==> config.mk <==
export PLATFORM = sky130hd
export DESIGN_NAME = l2pc_parity_check
export DESIGN_NICKNAME = d
export VERILOG_FILES = /design/src/rtl/l2pc_pkg.sv /design/src/rtl/l2pc_parity_gen.sv /design/src/rtl/l2pc_parity_check.sv
export VERILOG_INCLUDE_DIRS = /design/src /design/src/rtl
export SDC_FILE = /design/constraint.sdc
export NUM_CORES = 1
export LEC_CHECK = 0
export BUFFER_PORTS_ARGS = -buffer_cell sky130_fd_sc_hd__buf_4
export CORE_AREA = 2 2 144 146
export CTS_CLUSTER_DIAMETER = 80
export DETAILED_ROUTE_END_ITERATION = 7
export DIE_AREA = 0 0 146 148
export HOLD_SLACK_MARGIN = 0.15
export PLACE_DENSITY = 0.4
export SKIP_LAST_GASP = 1
export SYNTH_ARGS = -nofsm -noshare
export SYNTH_HDL_FRONTEND = slang
export SYNTH_HIERARCHICAL = 1
export SYNTH_SLANG_ARGS = --single-unit
export TNS_END_PERCENT = 10
==> constraint.sdc <==
create_clock -name mclk -period 2.2 [get_ports mclk]
set_input_delay 0.22 -clock mclk [delete_from_list [all_inputs] [get_ports mclk]]
set_output_delay 0.22 -clock mclk [all_outputs]
set_load 0.01 [all_outputs]
==> src/rtl/l2pc_consts.svh <==
// Constants for the cache data RAM parity checker.
// Assumes inclusion by the package and design modules by bare name.
`ifndef L2PC_CONSTS_SVH
`define L2PC_CONSTS_SVH
`define L2PC_DATA_WIDTH 256
`define L2PC_PAR_WIDTH 32
`define L2PC_LANE_WIDTH 8
`define L2PC_AUX_PAR_EN_BIT 21
`define L2PC_AUX_PAR_EN_RESET 1'b0
`define L2PC_LAT_LSB 4
`define L2PC_LAT_MSB 6
`define L2PC_LAT_WIDTH 3
`define L2PC_LAT_NONE 3'h0
`define L2PC_MASK_RESET 1'b0
`endif

==> src/rtl/l2pc_pkg.sv <==
// Types for the cache data RAM parity checker.
// Assumes l2pc_consts.svh is on the include path.
`include "l2pc_consts.svh"
package l2pc_pkg;
   typedef enum logic [1:0]
   {
      L2PC_IDLE = 2'b00,
      L2PC_WAIT = 2'b01,
      L2PC_CHECK = 2'b10
   } l2pc_state_type;
   typedef logic [`L2PC_PAR_WIDTH-1:0] l2pc_par_type;
endpackage

==> src/rtl/l2pc_parity_gen.sv <==
// Per-byte even parity generator over the 256-bit data RAM word.
// Assumes combinational use by the checker top.
`timescale 1ns/1ps
`include "l2pc_consts.svh"
module l2pc_parity_gen
   import l2pc_pkg::*;
(
   input wire logic [`L2PC_DATA_WIDTH-1:0] data_word,
   output l2pc_par_type par_bits
);
   genvar lane;
   generate
      for (lane = 0; lane < `L2PC_PAR_WIDTH; lane = lane + 1)
      begin : g_lane
         // One parity bit covers one byte lane
         assign par_bits[lane] = ^data_word[lane*`L2PC_LANE_WIDTH +: `L2PC_LANE_WIDTH];
      end
   endgenerate
endmodule

==> src/rtl/l2pc_parity_check.sv <==
// Data RAM parity checker for a level-2 cache controller.
// Assumes RAM arrays return read data latency cycles after read_strobe.
// What this block does
// Enabled: check 256-bit word against 32 parity bits
// Mismatch sets raw parity status, and masked status only when mask set
// Checking only when enable bit 21 set
// Enable bit resets to zero
// Three-bit read latency field, zero adds none
// Compare only once data is stable
// Software programs latency minimum plus one
// Masked status is raw AND mask, drives interrupt
`timescale 1ns/1ps
`include "l2pc_consts.svh"
module l2pc_parity_check
   import l2pc_pkg::*;
(
   input wire logic mclk,
   input wire logic reset,
   input wire logic aux_ctrl_write,
   input wire logic [31:0] aux_ctrl_wdata,
   input wire logic lat_ctrl_write,
   input wire logic [31:0] lat_ctrl_wdata,
   input wire logic par_mask_write,
   input wire logic par_mask_wdata,
   input wire logic par_status_clear,
   input wire logic read_strobe,
   input wire logic [`L2PC_DATA_WIDTH-1:0] data_ram_read_word,
   input wire l2pc_par_type parity_ram_read_bits,
   output logic parity_enable,
   output logic [`L2PC_LAT_WIDTH-1:0] read_latency,
   output logic parity_mask,
   output logic parity_raw_status,
   output logic parity_masked_status,
   output logic parity_irq,
   output logic check_busy
);
   logic par_en_reg;
   logic [`L2PC_LAT_WIDTH-1:0] lat_reg;
   logic mask_reg;
   logic raw_reg;
   l2pc_state_type state_reg;
   logic [`L2PC_LAT_WIDTH-1:0] count_reg;
   logic check_now;
   logic mismatch;
   l2pc_par_type computed_par;
   l2pc_par_type lane_err;
   logic raw_next;
   logic mask_next;
   logic masked_reg;

   l2pc_parity_gen u_gen
   (
      .data_word(data_ram_read_word),
      .par_bits(computed_par)
   );

   // Parity enable held by software, default off
   always_ff @(posedge mclk)
   begin
      if (reset)
         par_en_reg <= `L2PC_AUX_PAR_EN_RESET;
      else if (aux_ctrl_write)
         par_en_reg <= aux_ctrl_wdata[`L2PC_AUX_PAR_EN_BIT];
   end

   // Latency only sampled from its three-bit field
   always_ff @(posedge mclk)
   begin
      if (reset)
         lat_reg <= `L2PC_LAT_NONE;
      else if (lat_ctrl_write)
         lat_reg <= lat_ctrl_wdata[`L2PC_LAT_MSB:`L2PC_LAT_LSB];
   end

   always_ff @(posedge mclk)
   begin
      if (reset)
         mask_reg <= `L2PC_MASK_RESET;
      else if (par_mask_write)
         mask_reg <= par_mask_wdata;
   end

   // Accepts a read only while enabled
   function automatic logic read_taken(input logic strobe, input logic enable);
      return strobe && enable;
   endfunction

   // Zero latency goes straight to the compare cycle
   function automatic logic no_wait(input logic [`L2PC_LAT_WIDTH-1:0] lat);
      return lat == `L2PC_LAT_NONE;
   endfunction

   // Sequencer: wait the full latency, then compare in one cycle only.
   // Comparing a cycle early would see unsettled RAM outputs.
   always_ff @(posedge mclk)
   begin
      if (reset)
         state_reg <= L2PC_IDLE;
      else
      begin
         case (state_reg)
            L2PC_IDLE:
            begin
               if (read_taken(read_strobe, par_en_reg))
               begin
                  if (no_wait(lat_reg))
                     state_reg <= L2PC_CHECK;
                  else
                     state_reg <= L2PC_WAIT;
               end
            end
            L2PC_WAIT:
            begin
               if (count_reg == 3'h1)
                  state_reg <= L2PC_CHECK;
            end
            L2PC_CHECK:
            begin
               // Back-to-back reads restart the wait here
               if (read_taken(read_strobe, par_en_reg))
               begin
                  if (no_wait(lat_reg))
                     state_reg <= L2PC_CHECK;
                  else
                     state_reg <= L2PC_WAIT;
               end
               else
                  state_reg <= L2PC_IDLE;
            end
            default:
               state_reg <= L2PC_IDLE;
         endcase
      end
   end

   // Wait counter: loaded on an accepted read, counts down while waiting
   always_ff @(posedge mclk)
   begin
      if (reset)
         count_reg <= `L2PC_LAT_NONE;
      else
      begin
         case (state_reg)
            L2PC_IDLE, L2PC_CHECK:
            begin
               if (read_taken(read_strobe, par_en_reg))
                  count_reg <= lat_reg;
            end
            L2PC_WAIT:
               count_reg <= count_reg - 3'h1;
            default:
               count_reg <= `L2PC_LAT_NONE;
         endcase
      end
   end

   // Reads issued during a wait are not checked; limitation of one tracker
   assign check_now = (state_reg == L2PC_CHECK) && par_en_reg;

   // Lane-wise compare keeps the failing byte visible when probing
   genvar lane;
   generate
      for (lane = 0; lane < `L2PC_PAR_WIDTH; lane = lane + 1)
      begin : g_cmp
         assign lane_err[lane] = computed_par[lane] ^ parity_ram_read_bits[lane];
      end
   endgenerate
   assign mismatch = |lane_err;

   // Next raw status; a new error wins over a clear in the same cycle
   always_comb
   begin
      raw_next = raw_reg;
      if (check_now && mismatch)
         raw_next = 1'b1;
      else if (par_status_clear)
         raw_next = 1'b0;
   end

   // Next mask, so the masked flop moves in step with the raw flop
   always_comb
   begin
      mask_next = mask_reg;
      if (par_mask_write)
         mask_next = par_mask_wdata;
   end

   // Sticky raw status
   always_ff @(posedge mclk)
   begin
      if (reset)
         raw_reg <= 1'b0;
      else
         raw_reg <= raw_next;
   end

   // Masked status from its own flop rather than a gate on the output
   always_ff @(posedge mclk)
   begin
      if (reset)
         masked_reg <= 1'b0;
      else
         masked_reg <= raw_next & mask_next;
   end

   assign parity_enable = par_en_reg;
   assign read_latency = lat_reg;
   assign parity_mask = mask_reg;
   assign parity_raw_status = raw_reg;
   assign parity_masked_status = masked_reg;
   assign parity_irq = masked_reg;
   assign check_busy = state_reg != L2PC_IDLE;
endmodule

==> implementation parameters <==
Parameter                              Value

Outcome
  Outcome ... finished, final reports clean

STA
  Minimum period implied by the final worst setup slack ... 1.81 ns
  Post-route setup slack ... 0.391 ns
  Highest attainable clock frequency ... 553 MHz
  Final worst-path cycle share ... 82.2%
  Setup Skew ... 0.00192 ns
  Setup repair after global routing missed its margin ... no
  Fin Setup TNS ... 0 ns
  Tightest Pin Transition ... 0.457 ns
  Worst hold slack ... 0.216 ns
  Final hold violation count ... 0
  Count of endpoints failing setup in the final report ... 0
  Final Slew Violations ... 0
  Headroom to the max-slew limit ... 69.5%

Clock tree
  Quantity of hold-fixing buffers added after cts ... 0
  TritonCTS buffer count ... 3
  Deepest clock path buffer count ... 2
  Reg clk slew, reported paths ... 0.04 ns
  Setup Buffers After CTS ... 0
  Count of H-tree levels built during CTS ... 1
  Clock tree from TritonCTS ... yes
  Clock tree root buffer cell ... clkbuf_16
  Clock insertion delay at the later pin of the skew report ... 0.24 ns
  Number of instances resized during post-cts repair ... 0
  Number of sinks driven by the clock tree ... 12

Yosys
  Largest area contributor in the synthesized netlist ... xnor2_1
  Leading cell types by total area after synthesis ... xnor2_1 59%, xor2_1 20%, dfxtp_1 8.4%
  Mapped Nets ... 688
  Gate Count Post-Synth ... 326
  Top cell type's share of synthesized area ... 59.3%
  Post-synthesis cell area ... 0.00285 mm²
  Count of cell types in the netlist ... 26
  Register area share after synthesis ... 8.42%
  Average size of a mapped cell ... 8.75 µm²
  FF+latch count, synth ... 12
  Warnings from Yosys ... 6

Drt
  Post-route antenna net violation count ... 0
  Number of DRC markers in iteration 0 ... 30
  Via count of the routed design ... 3,204
  Vias per std cell ... 3.53
  TritonRoute pass-1 iters ... 4
  WL per Instance ... 11.7 µm
  DRT Wirelength ... 10,700 µm
  DRC Markers ... 0

Placed design
  Input/output buffers ... 308
  Area after DPL ... 0.00550 mm²
  Final RePlAce weighted congestion ... 0.798
  Placed wire-length estimate after detailed placement ... 9980 µm
  Post-place setup slack ... 0.0659 ns

Critical path
  Class of the most critical setup path ... primary input to flip-flop
  CP max FO ... 2
  Critical path required time ... 2.30 ns
  Buffers plus inverters on the worst setup path ... 2
  Number of cells on the worst reg-to-reg path ... 3
  Critical path's slowest cell ... nor4_1
  Kind of cell adding the most delay to the critical path ... XOR/XNOR gates
  Kind of start point of the critical path ... primary input
  Reg-to-reg startpoint ... state_reg[0]$_SDFFE_PP0P_
  Setup crit end kind ... flip-flop
  Reg-to-reg endpoint ... state_reg[0]$_SDFFE_PP0P_
  Minimum setup slack among reg-to-reg paths ... 0.96 ns
  Worst path arrival time ... 1.91 ns
  Cell chain of the critical path ... buf_4 > xor2_1 > xnor2_1 > xnor2_1 > xor2_1 > nor4_1 > buf_4 > nand4_1 > nor2_1 > o41ai_1
  Logic depth of the worst setup path including buffers ... 10
  Stage delay of the slowest cell on the critical path ... 0.29 ns

Floorplanning
  Area inside the core boundary ... 0.0200 mm²
  Count of standard-cell rows ... 52
  Horizontal die dimension ... 146 µm
  Chip height ... 148 µm
  IO Pins ... 369
  Die footprint ... 0.0216 mm²
  Starting density of the core ... 14.2%

Global route
  Routing usage on met1 ... 9.46%
  All-layer global routing usage ... 9.43%
  Grt peak-use layer ... met2
  Maximum number of pins on one net before global-route repair ... 14
  Met2 track demand over resource ... 19.6%
  Number of global-route vias before repair ... 3,438
  Number of antenna violations at the first check in global routing ... 0
  Wire length of the first global-routing pass ... 16,700 µm
  Global Route met3 Usage ... 2.81%
  Overflow left after global routing ... 0

Final layout
  Area delta synth->final ... 96.0%
  Antenna diode count ... 0
  FF/Latch Area ... 240 µm²
  Net total in the final layout ... 1,000
  Share of layout cells above drive strength 1 ... 49.6%
  Count of fill cells added during filler insertion ... 2,230
  Area of all placed cells without fillers ... 0.00559 mm²
  Area taken by multi-input logic gates ... 0.00259 mm²

Worst hold path
  Worst min-delay path category ... primary input to flip-flop
  Source of the worst hold timing path ... aux_ctrl_wdata[21]
  Number of cells on the worst hold path ... 3
  WHS Endpoint ... parity_enable$_SDFFE_PP0P_

Flow run
  Number of maximum-capacitance violations ... 0

Power
  Static Leakage ... 0.00242 µW
  Overall power ... 2130 µW
  Power density normalized to cell area ... 382 mW/mm²
  Worst VDD drop ... 0.212 mV
-- kinds of logic after synthesis --
kind of cell / Yosys count / share of synthesized area (%)
DFF: 12 / 8.42
adders and majority gates: 2 / 0.877
buffers and inverters: 5 / 0.833
AOI/OAI and AO/OA: 11 / 2.59
and+or+nand+nor: 32 / 5.92
muxes: 7 / 2.46
xor gates and xnor gates: 257 / 78.9
-- how the worst max path moves through the flow --
stage,start,endpoint,slack [ns]
after floorplan,data_ram_read_word[255],parity_raw_status$_SDFF_PP0_,0.71
after global routing,data_ram_read_word[223],parity_raw_status$_SDFF_PP0_,0.11
after detailed placement,data_ram_read_word[223],parity_raw_status$_SDFF_PP0_,0.07
final,data_ram_read_word[63],parity_raw_status$_SDFF_PP0_,0.39
after global placement,data_ram_read_word[63],parity_raw_status$_SDFF_PP0_,0.10
after CTS,data_ram_read_word[223],parity_raw_status$_SDFF_PP0_,0.32
-- area by class of cell --
cell class | count | area share [%]
timing repair buffer | 310 | 41.6
clock buffer | 4 | 1.59
inverter | 2 | 0.134
sequential | 12 | 4.30
tap | 270 | 6.04
multi-input combinational | 309 | 46.3
-- cell usage in the layout (no fill, tap or decap), drive strengths merged --
cell type	instances
buf	310
xnor2	193
xor2	64
nor2	13
dfxtp	12
nor4	8
mux2i	7
clkbuf	4
a211oi	3
inv	2
a21oi	2
nand3b	2
a22oi	2
nand4	2
nand2	2
ha	2
o21ai	2
or2	1
nor3	1
nand2b	1
nor4b	1
a21o	1
or3b	1
o41ai	1
-- report_power, final --
| part | leakage (µW) | switching, µW | internal, µW |
|---|---|---|---|
| combinational | 0.00228 | 601 | 923 |
| sequential | 0.0000981 | 14.1 | 230 |
| clock | 0.0000442 | 90.7 | 274 |
-- stage by stage --
| stage | util [%] | cells |
|---|---|---|
| floorplan | - | 326 |
| global placement | 27.5 | 903 |
| detailed placement | 27.5 | 903 |
| CTS | 27.9 | 907 |
| global route | 27.9 | 907 |
| finish | 27.9 | 907 |
-- tightest hold or removal path, cell delays in order --
cell	delay, ns
buf_4	0.07
mux2i_1	0.05
nor2_1	0.07
-- synthesized netlist by cell type (all sizes together) --
master / number
a211oi: 3
a21o: 1
a21oi: 2
a22oi: 2
buf: 2
clkbuf: 1
dfxtp: 12
ha: 2
inv: 2
mux2i: 7
nand2: 2
nand2b: 1
nand3b: 2
nand4: 2
nor2: 13
nor3: 1
nor4: 8
nor4b: 1
o21ai: 2
o41ai: 1
or2: 1
or3b: 1
xnor2: 193
xor2: 64
-- routing by layer --
layer,vias to the layer above,wire (µm)
met4,0,83
met2,176,6010
met1,1371,3510
li1,1649,-
met5,-,0
met3,8,1050
(Power assumes the default switching activity.)
